--- config.mk ---
export PLATFORM = sky130hd
export DESIGN_NAME = pci_master_command_sequencer
export DESIGN_NICKNAME = d
export VERILOG_FILES = /design/src/pci_seq_pkg.sv /design/src/pci_seq.sv
export SDC_FILE = /design/constraint.sdc
export NUM_CORES = 2
export LEC_CHECK = 0
export BUFFER_PORTS_ARGS = -buffer_cell sky130_fd_sc_hd__buf_2
export CAP_MARGIN = 20
export CORE_UTILIZATION = 50
export DETAILED_ROUTE_END_ITERATION = 6
export PLACE_DENSITY = 0.67
export SYNTH_ARGS = -nofsm -noshare
export SYNTH_HDL_FRONTEND = slang
export SYNTH_SLANG_ARGS = --single-unit
--- constraint.sdc ---
create_clock -name SYS_CLK_IN -period 13.2 [get_ports SYS_CLK_IN]
set_clock_uncertainty 0.2 [all_clocks]
set_input_delay 0.66 -clock SYS_CLK_IN [delete_from_list [all_inputs] [get_ports SYS_CLK_IN]]
set_output_delay 0.66 -clock SYS_CLK_IN [all_outputs]
set_load 0.02 [all_outputs]
--- src/pci_seq_pkg.sv ---
// Constants, command codes and PCI encodings for the PCI command sequencer.
// Assumes a single PCI clock domain and a synchronous active-low reset.
// Summary of operation
// - Config write: one phase, given address/data/enables
// - 32-bit write, count one: single phase
// - 32-bit write, count above one: burst
// - 32-bit burst data increments by one
// - 32-bit read: single or burst by count
// - 64-bit write, count one: single phase
// - 64-bit write, count above one: burst
// - 64-bit burst data increments by one
// - 64-bit read: single or burst by count
// - I/O write: one phase, given address/data
// - I/O read: one phase at given address
// - I/O write uses I/O write code
// - End and release on done, stop, abort
package pci_seq_pkg;

  ////////////////////////////////////////////////////////////////////////////
  localparam int FIFO_DEPTH = 16;
  localparam int CNT_W = 16;
  localparam int CMD_W = 119;
  localparam int F_OP_LSB = 116;
  localparam int F_ADDR_LSB = 84;
  localparam int F_DATA_LSB = 20;
  localparam int F_BE_LSB = 16;

  ////////////////////////////////////////////////////////////////////////////
  // User command opcodes
  localparam logic [2:0] OP_CFG_WR = 3'h0;
  localparam logic [2:0] OP_MEM_WR32 = 3'h1;
  localparam logic [2:0] OP_MEM_RD32 = 3'h2;
  localparam logic [2:0] OP_MEM_WR64 = 3'h3;
  localparam logic [2:0] OP_MEM_RD64 = 3'h4;
  localparam logic [2:0] OP_IO_WR = 3'h5;
  localparam logic [2:0] OP_IO_RD = 3'h6;

  // PCI bus command codes
  localparam logic [3:0] PCI_IO_RD = 4'h2;
  localparam logic [3:0] PCI_IO_WR = 4'h3;
  localparam logic [3:0] PCI_MEM_RD = 4'h6;
  localparam logic [3:0] PCI_MEM_WR = 4'h7;
  localparam logic [3:0] PCI_CFG_WR = 4'hB;

  // Byte enables are active low on the bus
  localparam logic [3:0] BE_ALL_ON = 4'h0;
  localparam logic [3:0] BE_ALL_OFF = 4'hF;

  ////////////////////////////////////////////////////////////////////////////
  // Completion status
  localparam logic [2:0] ST_OK = 3'h0;
  localparam logic [2:0] ST_RETRY = 3'h1;
  localparam logic [2:0] ST_DISC = 3'h2;
  localparam logic [2:0] ST_TABORT = 3'h3;
  localparam logic [2:0] ST_MABORT = 3'h4;

  // Cycles after the address phase without a claim before master abort
  localparam logic [2:0] DEVSEL_WAIT = 3'h4;
  localparam logic [CNT_W-1:0] CNT_ONE = 16'h0001;
  localparam logic [CNT_W-1:0] CNT_TWO = 16'h0002;

  typedef enum logic [2:0] {S_IDLE, S_REQ, S_ADDR, S_DATA, S_LAST, S_END} seq_state_t;

endpackage
--- src/pci_seq.sv ---
// Command FIFO and PCI initiator that turns queued commands into transactions.
// Assumes an external arbiter, pull-ups and a 64-bit capable target for 64-bit ops.
`timescale 1ns/1ps

module cmd_fifo
#(
  parameter int WIDTH = 8,
  parameter int DEPTH = 16
)
(
  input wire logic clk_in,
  input wire logic rst_n_in,
  input wire logic in_valid_in,
  output logic in_ready_out,
  input wire logic [WIDTH-1:0] in_data_in,
  output logic out_valid_out,
  input wire logic out_ready_in,
  output logic [WIDTH-1:0] out_data_out
);
  localparam int AW = $clog2(DEPTH);
  localparam logic [AW:0] FULL_CNT = (AW+1)'(DEPTH);
  logic [WIDTH-1:0] mem [DEPTH];
  logic [AW-1:0] wr_ptr_q;
  logic [AW-1:0] rd_ptr_q;
  logic [AW:0] cnt_q;
  logic push;
  logic pop;

  // Depth must be a power of two so the pointers wrap on their own
  assign in_ready_out = (cnt_q != FULL_CNT);
  assign out_valid_out = (cnt_q != '0);
  assign out_data_out = mem[rd_ptr_q];
  assign push = in_valid_in && in_ready_out;
  assign pop = out_valid_out && out_ready_in;

  always_ff @(posedge clk_in)
  begin
    if (push)
    begin
      mem[wr_ptr_q] <= in_data_in;
    end
  end

  always_ff @(posedge clk_in)
  begin
    if (!rst_n_in)
    begin
      wr_ptr_q <= '0;
      rd_ptr_q <= '0;
      cnt_q <= '0;
    end
    else
    begin
      if (push)
      begin
        wr_ptr_q <= wr_ptr_q + 1'b1;
      end
      if (pop)
      begin
        rd_ptr_q <= rd_ptr_q + 1'b1;
      end
      if (push && !pop)
      begin
        cnt_q <= cnt_q + 1'b1;
      end
      else if (pop && !push)
      begin
        cnt_q <= cnt_q - 1'b1;
      end
    end
  end
endmodule

module pci_master_command_sequencer
(
  input wire logic SYS_CLK_IN,
  input wire logic RST_N_IN,
  input wire logic CMD_VALID_IN,
  output logic CMD_READY_OUT,
  input wire logic [2:0] CMD_OP_IN,
  input wire logic [31:0] CMD_ADDR_IN,
  input wire logic [63:0] CMD_DATA_IN,
  input wire logic [3:0] CMD_BE_IN,
  input wire logic [pci_seq_pkg::CNT_W-1:0] CMD_COUNT_IN,
  output logic REQ_N_OUT,
  input wire logic GNT_N_IN,
  input wire logic [63:0] AD_IN,
  output logic [63:0] AD_OUT,
  output logic AD_OE_OUT,
  output logic [7:0] CBE_OUT,
  output logic CBE_OE_OUT,
  input wire logic FRAME_N_IN,
  output logic FRAME_N_OUT,
  output logic FRAME_OE_OUT,
  input wire logic IRDY_N_IN,
  output logic IRDY_N_OUT,
  output logic IRDY_OE_OUT,
  output logic REQ64_N_OUT,
  output logic REQ64_OE_OUT,
  input wire logic TRDY_N_IN,
  input wire logic DEVSEL_N_IN,
  input wire logic STOP_N_IN,
  output logic [63:0] RD_DATA_OUT,
  output logic RD_VALID_OUT,
  output logic DONE_OUT,
  output logic [2:0] STATUS_OUT,
  output logic BUSY_OUT
);
  import pci_seq_pkg::*;

  ////////////////////////////////////////////////////////////////////////////
  // The unused opcode falls through to an I/O read, so it must also turn the bus around
  function automatic logic is_read(input logic [2:0] op);
    is_read = (op == OP_MEM_RD32) || (op == OP_MEM_RD64) || (op >= OP_IO_RD);
  endfunction

  // Config and I/O always move one phase; a zero count is taken as one
  function automatic logic [CNT_W-1:0] phases(input logic [2:0] op, input logic [CNT_W-1:0] n);
    if ((op == OP_CFG_WR) || (op >= OP_IO_WR) || (n == '0))
    begin
      phases = CNT_ONE;
    end
    else
    begin
      phases = n;
    end
  endfunction

  function automatic logic is_64(input logic [2:0] op);
    is_64 = (op == OP_MEM_WR64) || (op == OP_MEM_RD64);
  endfunction

  function automatic logic [3:0] pci_code(input logic [2:0] op);
    case (op)
      OP_CFG_WR: pci_code = PCI_CFG_WR;
      OP_MEM_WR32, OP_MEM_WR64: pci_code = PCI_MEM_WR;
      OP_MEM_RD32, OP_MEM_RD64: pci_code = PCI_MEM_RD;
      OP_IO_WR: pci_code = PCI_IO_WR;
      default: pci_code = PCI_IO_RD;
    endcase
  endfunction

  ////////////////////////////////////////////////////////////////////////////
  seq_state_t st_q;
  logic f_valid;
  logic [CMD_W-1:0] f_data;
  logic pop;
  logic grant_ok;
  logic [2:0] op_q;
  logic [63:0] data_q;
  logic [3:0] be_q;
  logic [CNT_W-1:0] cnt_q;
  logic [CNT_W-1:0] rem_q;
  logic [2:0] wait_q;
  logic seen_q;
  logic req_q;
  logic ctl_oe_q;
  logic ad_oe_q;
  logic frame_q;
  logic irdy_q;
  logic req64_q;
  logic [63:0] ad_q;
  logic [7:0] cbe_q;
  logic [63:0] rd_data_q;
  logic rd_valid_q;
  logic done_q;
  logic [2:0] status_q;
  logic xfer;
  logic fin;
  logic [2:0] fin_st;
  logic [CNT_W-1:0] f_cnt;

  cmd_fifo #(.WIDTH(CMD_W), .DEPTH(FIFO_DEPTH)) u_fifo
  (
    .clk_in(SYS_CLK_IN),
    .rst_n_in(RST_N_IN),
    .in_valid_in(CMD_VALID_IN),
    .in_ready_out(CMD_READY_OUT),
    .in_data_in({CMD_OP_IN, CMD_ADDR_IN, CMD_DATA_IN, CMD_BE_IN, CMD_COUNT_IN}),
    .out_valid_out(f_valid),
    .out_ready_in(pop),
    .out_data_out(f_data)
  );

  // Start only on grant with the bus idle, one command at a time
  assign grant_ok = !GNT_N_IN && FRAME_N_IN && IRDY_N_IN;
  assign pop = (st_q == S_REQ) && grant_ok;
  assign f_cnt = f_data[CNT_W-1:0];

  always_comb
  begin
    xfer = (st_q == S_DATA) && irdy_q && !TRDY_N_IN && !DEVSEL_N_IN;
    fin = 1'b0;
    fin_st = ST_OK;
    if (st_q == S_DATA)
    begin
      // Stop ends the transfer; its flavour follows devsel and progress
      if (!STOP_N_IN)
      begin
        fin = 1'b1;
        if (DEVSEL_N_IN)
        begin
          fin_st = ST_TABORT;
        end
        else if (!xfer && (rem_q == cnt_q))
        begin
          fin_st = ST_RETRY;
        end
        else
        begin
          fin_st = ST_DISC;
        end
      end
      else if (xfer && (rem_q == CNT_ONE))
      begin
        fin = 1'b1;
      end
      else if (DEVSEL_N_IN && !seen_q && (wait_q == DEVSEL_WAIT))
      begin
        fin = 1'b1;
        fin_st = ST_MABORT;
      end
    end
  end

  ////////////////////////////////////////////////////////////////////////////
  // Sequencing and bus pins
  always_ff @(posedge SYS_CLK_IN)
  begin
    if (!RST_N_IN)
    begin
      st_q <= S_IDLE;
      op_q <= OP_CFG_WR;
      data_q <= 64'h0000_0000_0000_0000;
      be_q <= BE_ALL_ON;
      cnt_q <= CNT_ONE;
      rem_q <= CNT_ONE;
      wait_q <= 3'h0;
      seen_q <= 1'b0;
      req_q <= 1'b0;
      ctl_oe_q <= 1'b0;
      ad_oe_q <= 1'b0;
      frame_q <= 1'b0;
      irdy_q <= 1'b0;
      req64_q <= 1'b0;
      ad_q <= 64'h0000_0000_0000_0000;
      cbe_q <= 8'hFF;
    end
    else
    begin
      case (st_q)
        S_IDLE:
        begin
          if (f_valid)
          begin
            req_q <= 1'b1;
            st_q <= S_REQ;
          end
        end
        S_REQ:
        begin
          if (grant_ok)
          begin
            op_q <= f_data[F_OP_LSB +: 3];
            data_q <= f_data[F_DATA_LSB +: 64];
            be_q <= f_data[F_BE_LSB +: 4];
            cnt_q <= phases(f_data[F_OP_LSB +: 3], f_cnt);
            rem_q <= phases(f_data[F_OP_LSB +: 3], f_cnt);
            req_q <= 1'b0;
            ctl_oe_q <= 1'b1;
            ad_oe_q <= 1'b1;
            frame_q <= 1'b1;
            req64_q <= is_64(f_data[F_OP_LSB +: 3]);
            ad_q <= {32'h0000_0000, f_data[F_ADDR_LSB +: 32]};
            cbe_q <= {BE_ALL_OFF, pci_code(f_data[F_OP_LSB +: 3])};
            wait_q <= 3'h0;
            seen_q <= 1'b0;
            st_q <= S_ADDR;
          end
        end
        S_ADDR:
        begin
          // Frame stays only if more than one phase is due
          frame_q <= (cnt_q > CNT_ONE);
          req64_q <= is_64(op_q) && (cnt_q > CNT_ONE);
          irdy_q <= 1'b1;
          ad_oe_q <= !is_read(op_q);
          ad_q <= data_q;
          if (op_q == OP_CFG_WR)
          begin
            cbe_q <= {BE_ALL_OFF, be_q};
          end
          else
          begin
            // No per-phase enables are given, so non-config phases enable the low four lanes, and the upper four only for 64-bit ops
            cbe_q <= {is_64(op_q) ? BE_ALL_ON : BE_ALL_OFF, BE_ALL_ON};
          end
          wait_q <= 3'h1;
          st_q <= S_DATA;
        end
        S_DATA:
        begin
          wait_q <= (wait_q == DEVSEL_WAIT) ? wait_q : wait_q + 3'h1;
          if (!DEVSEL_N_IN)
          begin
            seen_q <= 1'b1;
          end
          if (xfer)
          begin
            rem_q <= rem_q - CNT_ONE;
            // Linear burst: each phase carries the previous value plus one
            if (is_64(op_q))
            begin
              ad_q <= ad_q + 64'h0000_0000_0000_0001;
            end
            else
            begin
              ad_q <= {32'h0000_0000, ad_q[31:0] + 32'h0000_0001};
            end
            if (rem_q == CNT_TWO)
            begin
              frame_q <= 1'b0;
              req64_q <= 1'b0;
            end
          end
          if (fin)
          begin
            // Frame must drop one cycle before irdy releases
            if (frame_q)
            begin
              frame_q <= 1'b0;
              req64_q <= 1'b0;
              st_q <= S_LAST;
            end
            else
            begin
              irdy_q <= 1'b0;
              ad_oe_q <= 1'b0;
              st_q <= S_END;
            end
          end
        end
        S_LAST:
        begin
          irdy_q <= 1'b0;
          ad_oe_q <= 1'b0;
          st_q <= S_END;
        end
        S_END:
        begin
          ctl_oe_q <= 1'b0;
          st_q <= S_IDLE;
        end
        default:
        begin
          st_q <= S_IDLE;
        end
      endcase
    end
  end

  ////////////////////////////////////////////////////////////////////////////
  // Results toward the user
  always_ff @(posedge SYS_CLK_IN)
  begin
    if (!RST_N_IN)
    begin
      rd_data_q <= 64'h0000_0000_0000_0000;
      rd_valid_q <= 1'b0;
      done_q <= 1'b0;
      status_q <= ST_OK;
    end
    else
    begin
      rd_valid_q <= xfer && is_read(op_q);
      if (xfer && is_read(op_q))
      begin
        rd_data_q <= is_64(op_q) ? AD_IN : {32'h0000_0000, AD_IN[31:0]};
      end
      if (fin)
      begin
        status_q <= fin_st;
      end
      done_q <= (st_q == S_END);
    end
  end

  assign REQ_N_OUT = !req_q;
  assign AD_OUT = ad_q;
  assign AD_OE_OUT = ad_oe_q;
  assign CBE_OUT = cbe_q;
  assign CBE_OE_OUT = ctl_oe_q;
  assign FRAME_N_OUT = !frame_q;
  assign FRAME_OE_OUT = ctl_oe_q;
  assign IRDY_N_OUT = !irdy_q;
  assign IRDY_OE_OUT = ctl_oe_q;
  assign REQ64_N_OUT = !req64_q;
  assign REQ64_OE_OUT = ctl_oe_q;
  assign RD_DATA_OUT = rd_data_q;
  assign RD_VALID_OUT = rd_valid_q;
  assign DONE_OUT = done_q;
  assign STATUS_OUT = status_q;
  assign BUSY_OUT = (st_q != S_IDLE);

  ////////////////////////////////////////////////////////////////////////////
  a_cfg_addr_phase: assert property (@(posedge SYS_CLK_IN) disable iff (!RST_N_IN)
    (st_q == S_ADDR) && (op_q == OP_CFG_WR) |-> (cbe_q[3:0] == PCI_CFG_WR)
    ##1 (cbe_q[3:0] == be_q) && (ad_q == data_q) && !frame_q)
    else $error("config write phase wrong");
  a_single_frame: assert property (@(posedge SYS_CLK_IN) disable iff (!RST_N_IN)
    (st_q == S_ADDR) && (cnt_q == CNT_ONE) |=> !frame_q && irdy_q)
    else $error("single phase kept frame");
  a_burst_frame: assert property (@(posedge SYS_CLK_IN) disable iff (!RST_N_IN)
    (st_q == S_ADDR) && (cnt_q > CNT_ONE) |=> frame_q)
    else $error("burst dropped frame early");
  a_burst_incr32: assert property (@(posedge SYS_CLK_IN) disable iff (!RST_N_IN)
    xfer && !fin && (op_q == OP_MEM_WR32)
    |=> ad_q[31:0] == $past(ad_q[31:0]) + 32'h0000_0001)
    else $error("32-bit burst data not incremented");
  a_read_release: assert property (@(posedge SYS_CLK_IN) disable iff (!RST_N_IN)
    (st_q == S_DATA) && is_read(op_q) |-> !ad_oe_q && ctl_oe_q)
    else $error("read drives address lines in data phase");
  a_req64_addr: assert property (@(posedge SYS_CLK_IN) disable iff (!RST_N_IN)
    (st_q == S_ADDR) |-> (req64_q == is_64(op_q)))
    else $error("64-bit request mismatch");
  a_burst_incr64: assert property (@(posedge SYS_CLK_IN) disable iff (!RST_N_IN)
    xfer && !fin && (op_q == OP_MEM_WR64)
    |=> ad_q == $past(ad_q) + 64'h0000_0000_0000_0001)
    else $error("64-bit burst data not incremented");
  a_io_wr_code: assert property (@(posedge SYS_CLK_IN) disable iff (!RST_N_IN)
    (st_q == S_ADDR) && (op_q == OP_IO_WR) |-> (cbe_q[3:0] == PCI_IO_WR) ##1 !frame_q)
    else $error("I/O write code wrong");
  a_io_rd_code: assert property (@(posedge SYS_CLK_IN) disable iff (!RST_N_IN)
    (st_q == S_ADDR) && (op_q == OP_IO_RD) |-> (cbe_q[3:0] == PCI_IO_RD) ##1 !frame_q)
    else $error("I/O read code wrong");
  a_end_release: assert property (@(posedge SYS_CLK_IN) disable iff (!RST_N_IN)
    fin |=> !frame_q ##[0:1] (st_q == S_END) && !irdy_q ##1 !ctl_oe_q && done_q)
    else $error("bus not released after end");
  a_mem_enables: assert property (@(posedge SYS_CLK_IN) disable iff (!RST_N_IN)
    (st_q == S_DATA) && (op_q != OP_CFG_WR) |-> (cbe_q[3:0] == BE_ALL_ON))
    else $error("data phase enables not all on");
  a_start_idle: assert property (@(posedge SYS_CLK_IN) disable iff (!RST_N_IN)
    (st_q == S_ADDR) |-> $past(FRAME_N_IN) && $past(IRDY_N_IN) && $past(!GNT_N_IN))
    else $error("started on busy bus");
endmodule

---- After elaboration in Yosys (flattened, before gate mapping) ----
Memories as Yosys holds them, arrays and structs flattened. A register that Yosys moved wholly into a read port is not among the register bits.
Cells that the tools add are included.
word-level totals
  bits in registers ....................... 270
  RAM bits ................................ 1,904
  word-level logic and storage cells ...... 182
  memories kept ........................... 1
memories
  memory      depth  width  read ports  clocked after Yosys merged registers in  wr ports  line           text
  u_fifo.mem  16     119    1           1                                        1         pci_seq.sv:22  logic [WIDTH-1:0] mem [DEPTH];
operators by class
  add/sub/neg operators ................... 8
  $lt $le $gt $ge ......................... 3
  equal/unequal tests ..................... 25
  muxes and demuxes ....................... 60
  reduce and logical (&&, ||, !) cells .... 62
operators by type and width
  operator                                                         number
  two-way mux 64 bit                                               4
  case mux 64 bit (3 select lines)                                 1
  adder 64 x 1 -> 64 bit (second input constant)                   1
  two-way mux 16 bit                                               3
  adder 32 x 1 -> 32 bit (second input constant)                   1
  case mux 16 bit (2 select lines)                                 1
  two-way mux 3 bit                                                9
  two-way mux 1 bit                                                22
  AND reduction 3 bit                                              7
  == test 3 x 2 -> 1 bit (second input constant)                   6
  == test 3 bit (second input constant)                            6
  == test 16 x 1 -> 1 bit (second input constant)                  1
  == test 16 bit                                                   1
  == test 16 x 2 -> 1 bit (second input constant)                  1
  greater-than comparator 16 x 1 -> 1 bit (second input constant)  1
  logical AND 1 bit                                                16
  zero test 16 bit                                                 1
  two-way mux 8 bit                                                2
  case mux 4 bit (4 select lines)                                  1
  case mux 8 bit (2 select lines)                                  1
  subtractor 16 x 1 -> 16 bit (second input constant)              1
  case mux 3 bit (5 select lines)                                  1
  zero test 1 bit                                                  12
  two-way mux 4 bit                                                3
  24 further kinds                                                 55

---- Longest topological paths before layout ----
  word-level depth ........................ 10
  depth in mapped cells ................... 15
  gate-level depth less buffers ........... 13

---- Modules after synthesis ----
Synthesis repeated with hierarchy kept, for this count alone.
unflattened totals
  cells, all modules ...................... 4,522
  area total of the unflattened synthesis .. 83,679.0 sq um
modules (own cells, without submodules)
  module                        times used  cells an instance  area an instance (sq um)
  cmd_fifo                      1           3,008              71,891.4
  pci_master_command_sequencer  1           1,514              11,787.6

---- Worst setup path after synthesis ----
No wires, ideal clock.
  kind .................................... reg-to-reg
  from .................................... reg u_fifo.cnt_q[0]
  to ...................................... mem u_fifo.mem[3][0] (netlist name) (enable)
  library setup time ...................... 0.743 ns
  arrival ................................. 9.255 ns
  required time ........................... 12.257 ns
  slack ................................... 3.002 ns
  stages on the path, launching flop included .. 7
  path buffers ............................ 1
  cell sequence ........................... dfxtp_1 > nor4_1 > nand2_1 > and2_1 > clkbuf_1 > nand2_1 > nor3_1
on the way
  cells in the longest elaborated chain, start to end .. 4
ends and longest elaborated chain
  element                                  line           text
  from (decl)                              pci_seq.sv:25  logic [AW:0] cnt_q;
  from (signal assigned)                   pci_seq.sv:64  cnt_q <= cnt_q + 1'b1;
  from (signal assigned)                   pci_seq.sv:68  cnt_q <= cnt_q - 1'b1;
  inequality test 5 bit                    pci_seq.sv:30  assign in_ready_out = (cnt_q != FULL_CNT);
  named net CMD_READY_OUT                  pci_seq.sv:79  output logic CMD_READY_OUT,
  logical AND 1 bit                        pci_seq.sv:33  assign push = in_valid_in && in_ready_out;
  named net u_fifo.push                    pci_seq.sv:26  logic push;
  two-way mux 1 bit                        pci_seq.sv:38  if (push)
  two-way mux 1 bit (not written as such)  pci_seq.sv:40  mem[wr_ptr_q] <= in_data_in;
  to (decl)                                pci_seq.sv:22
The timed path passes the listed nets, and every way through them passes these cells.

==> metrics.md <==
| Metric | Value |
|---|---|
| WHS | `slightly above 0.06 ns` |
| DRT iter0 DRCs | `approximately 5.8k` |
| Simple-Gate Fraction of Synth Area | `under 10%` |
| Maximum vdd drop | `0.141 mV` |
| Worst-Margin Slew | `between 1 and 1.5 ns` |
| Sink Count | `2175` |
| Drt total wl | `~220000 um` |
| Layout cells sized above 1 | `a little over a quarter` |
| Yosys top cell area share | `between 60% and 70%` |
| Yosys warnings | `0` |
| Initial antenna violation count | `26` |
| Mapped cell area | `83700 um^2` |
| FFs w/ async S/R, synth | `0%` |
| Worst EP required | `13.67 ns` |
| Post-synthesis sequential area ratio | `74.8%` |
| Xor/xnor cell area share of the yosys netlist | `less than 1%` |
| Hold WC Path Type | `input pin to register` |
| CTS Buf Count | `~210` |
| Setup violations, final | `0` |
| Clock-pin slew on the worst setup and hold paths | `about 0.060 ns` |
| First-pass GRT wire length | `319000 um` |
| Largest fanout on the critical path | `62` |
| CP endpoint kind | `register` |
| Mux cell area share after synthesis | `between 15 and 20%` |
| Commonest cells in the synthesized netlist | `edfxtp_1, mux4_2, nand2_1` |
| Yosys reg bits | `between 2k and 2.5k` |
| Die width | `around 410 um` |
| Design Area, Final | `a little under 100000 um^2` |
| Die Ht | `roughly 400 um` |
| Area leader, netlist | `edfxtp_1` |
| Pin count of the biggest net entering global routing | `143` |
| Fill count | `approximately 12k` |
| Slew headroom | `~20%` |
| Layout Nets | `between 5k and 6k` |
| Core area | `approximately 170000 um^2` |
| Pre-CTS setup slack | `~8.2 ns` |
| Post-DP HPWL | `120000 um` |
| Final WS setup | `between 8 and 9 ns` |
| Site Rows | `149` |
| Final global-route overflow total | `0` |
| Vias/cell | `about 6.2` |
| Count of input and output buffers | `343` |
| DR vias | `approximately 45k` |
| Routability cong. | `0.894` |
| Maxcap violations | `0` |
| Arrival time worst endpoint | `5.09 ns` |
| Setup_tns | `0 ns` |
| Post-CTS Setup Inserts | `0` |
| H-tree level count | `4` |
| Number of synthesized flops with an enable pin | `1904` |
| Starting Density | `50.6%` |
| Largest family of logic cells by synthesized area | `multiplexers` |
| Kind of critical path | `register to register` |
| Post-synthesis net count | `around 4.5k` |
| Leakage power | `0.0305 uW` |
| Period Utilization, post-route | `a little over a third` |
| Root buffer cell | `clkbuf_16` |
| Unrepaired setup endpoints after global routing | `false` |
| Power density cells | `156 nW/um^2` |
| Placed instance area | `a little under 90000 um^2` |
| Skew-Pair Late Insertion Delay | `0.83 ns` |
| Dominant cells by area after synthesis | `edfxtp_1, mux4_2, dfxtp_1` |
| Startpoint types | `register` |
| Count leader, synth | `edfxtp_1` |
| Clock Path Buffers | `3` |
| First-pass iteration count of the detailed router | `6` |
| Vias in the first global route | `roughly 45k` |
| Final hold viol count | `0` |
| WL per Instance | `just over 30 um` |
| GRT Total Usage | `26.3%` |
| Area Growth Syn to Fin | `15.8%` |
| Distinct cells, synth | `between 80 and 90` |
| Max Fclk | `around 220 MHz` |
| Post-synthesis adder-cell area fraction | `less than 1%` |
| CTS tree | `built` |
| Most used DFF post-synth | `edfxtp_1` |
| Run status | `complete, no violations` |
| Detail Route Antenna Nets | `0` |
| DIE AREA | `about 170000 um^2` |
| Mean Syn Cell Area | `19.5 um^2` |
| Synth Area in Compound Gates | `under 10%` |
| Remaining routing DRC violations | `0` |
| Fin. max-slew vios | `0` |
| Syn Inst Count | `about 4.3k` |
| I/O pin count | `approximately 340` |
| Minimum clock period | `4.62 ns` |
-- state kept, by name (all words and copies together) (netlist names), 3 cells and up, named ones only --
register         cells
CBE_OUT              5
cnt_q               16
u_fifo.wr_ptr_q      4
rem_q               16
wait_q               3
data_q              64
AD_OUT              64
op_q                 3
u_fifo.cnt_q         5
u_fifo.rd_ptr_q      4
RD_DATA_OUT         64
STATUS_OUT           3
be_q                 4
st_q                 3
u_fifo.mem        1904
-- critical path, stage by stage (launching register included) --
cell and delay [ns]:
dfxtp_4 0.83, buf_4 0.80, buf_4 0.89, mux4_2 0.41, mux4_2 0.48, o221ai_1 0.31, o21ai_0 0.13, a2bb2oi_1 0.18
nor2_1 0.05
-- through the flow --
step,cells,util (%),total power (uW)
floorplan,4281,-,8740
global placement,6636,53.1,9160
detailed placement,6638,53.1,9190
CTS,7226,58.5,15200
global route,7232,58.5,15600
finish,7237,58.5,15100
-- final timing paths --
path	startpoint	end	slack (ns)	depth (start not counted)
max	register	AD_OUT[25]$_SDFFE_PN0P_	8.58	8
min	CMD_ADDR_IN[28]	u_fifo.mem[11][112]$_DFFE_PP_	0.06	1
max reg2reg	register	AD_OUT[25]$_SDFFE_PN0P_	8.58	8
min reg2reg	RD_DATA_OUT[2]$_SDFFE_PN0P_	RD_DATA_OUT[2]$_SDFFE_PN0P_	0.25	2
-- routing by layer --
metal  vias to the layer above  track usage (%)  wire [um]
li1                      18700                -          -
met1                     23800             37.4      89000
met2                      2359             40.6     104000
met3                       349             7.00      23900
met4                        30             6.99       5490
met5                         -                0        193
-- cells by family (layout without fill, tap and decap cells) --
logic type               count (synthesis)  after routing
AO/OA/AOI/OAI                          498            498
XOR/XNOR                                51             51
adder cells (fa/ha/maj)                 18             18
buffers and inverters                  284           1044
flip-flops                            2175           2175
multiplexers                           586            586
other                                    0              7
AND/OR/NAND/NOR                        669            669
-- layout by cell type, fill, tap and decap left out, types with 8 or more instances in the layout --
master / Yosys / routed
edfxtp_1: 1904 / 1904
mux4_2: 576 / 576
buf_2: 51 / 344
nand2_1: 332 / 330
dfxtp_1: 271 / 266
clkbuf_16: 0 / 217
a21oi_1: 206 / 206
dlygate4sd3_1: 1 / 181
nor2_1: 118 / 105
o21ai_0: 79 / 79
buf_4: 12 / 68
nand3_1: 66 / 66
clkbuf_1: 179 / 55
a22oi_1: 51 / 51
a22o_1: 39 / 39
clkinv_1: 1 / 38
clkinv_2: 0 / 38
nor3_1: 41 / 36
xor2_1: 28 / 28
clkbuf_8: 2 / 28
inv_1: 28 / 27
a31oi_1: 27 / 27
nand4_1: 23 / 23
nor4_1: 23 / 22
xnor2_1: 23 / 22
a211oi_1: 20 / 20
ha_1: 15 / 15
bufinv_16: 0 / 15
nor2_4: 0 / 13
o22ai_1: 12 / 12
and3_1: 11 / 11
buf_12: 0 / 10
mux2i_1: 9 / 9
and2_1: 8 / 8
nand2b_1: 8 / 8
o211ai_1: 8 / 8
-- layout make-up --
cell class                 instances  area (um^2)  area share [%]
tap                             2189         2740            2.83
multi-input combinational       1822        20000            20.7
antenna                            7         17.5          0.0181
clock inverter                   107         1020            1.06
sequential                      2175        62600            64.6
timing repair buffer             608         4360            4.50
inverter                          29          114           0.117
clock buffer                     300         6020            6.21
-- timing repair --
action | CTS | global route
hold buffers | 181 | 0
resized for setup | 0 | 0
hold endpoints to repair | 1889 | 0
endpoints found under the setup margin | 0 | 0
-- report_power, final --
| group | switching, uW | internal [uW] |
|---|---|---|
| combinational | 769 | 500 |
| clock | 2570 | 3480 |
| sequential | 113 | 7720 |
No activity file was read; power rests on OpenSTA's default activity.
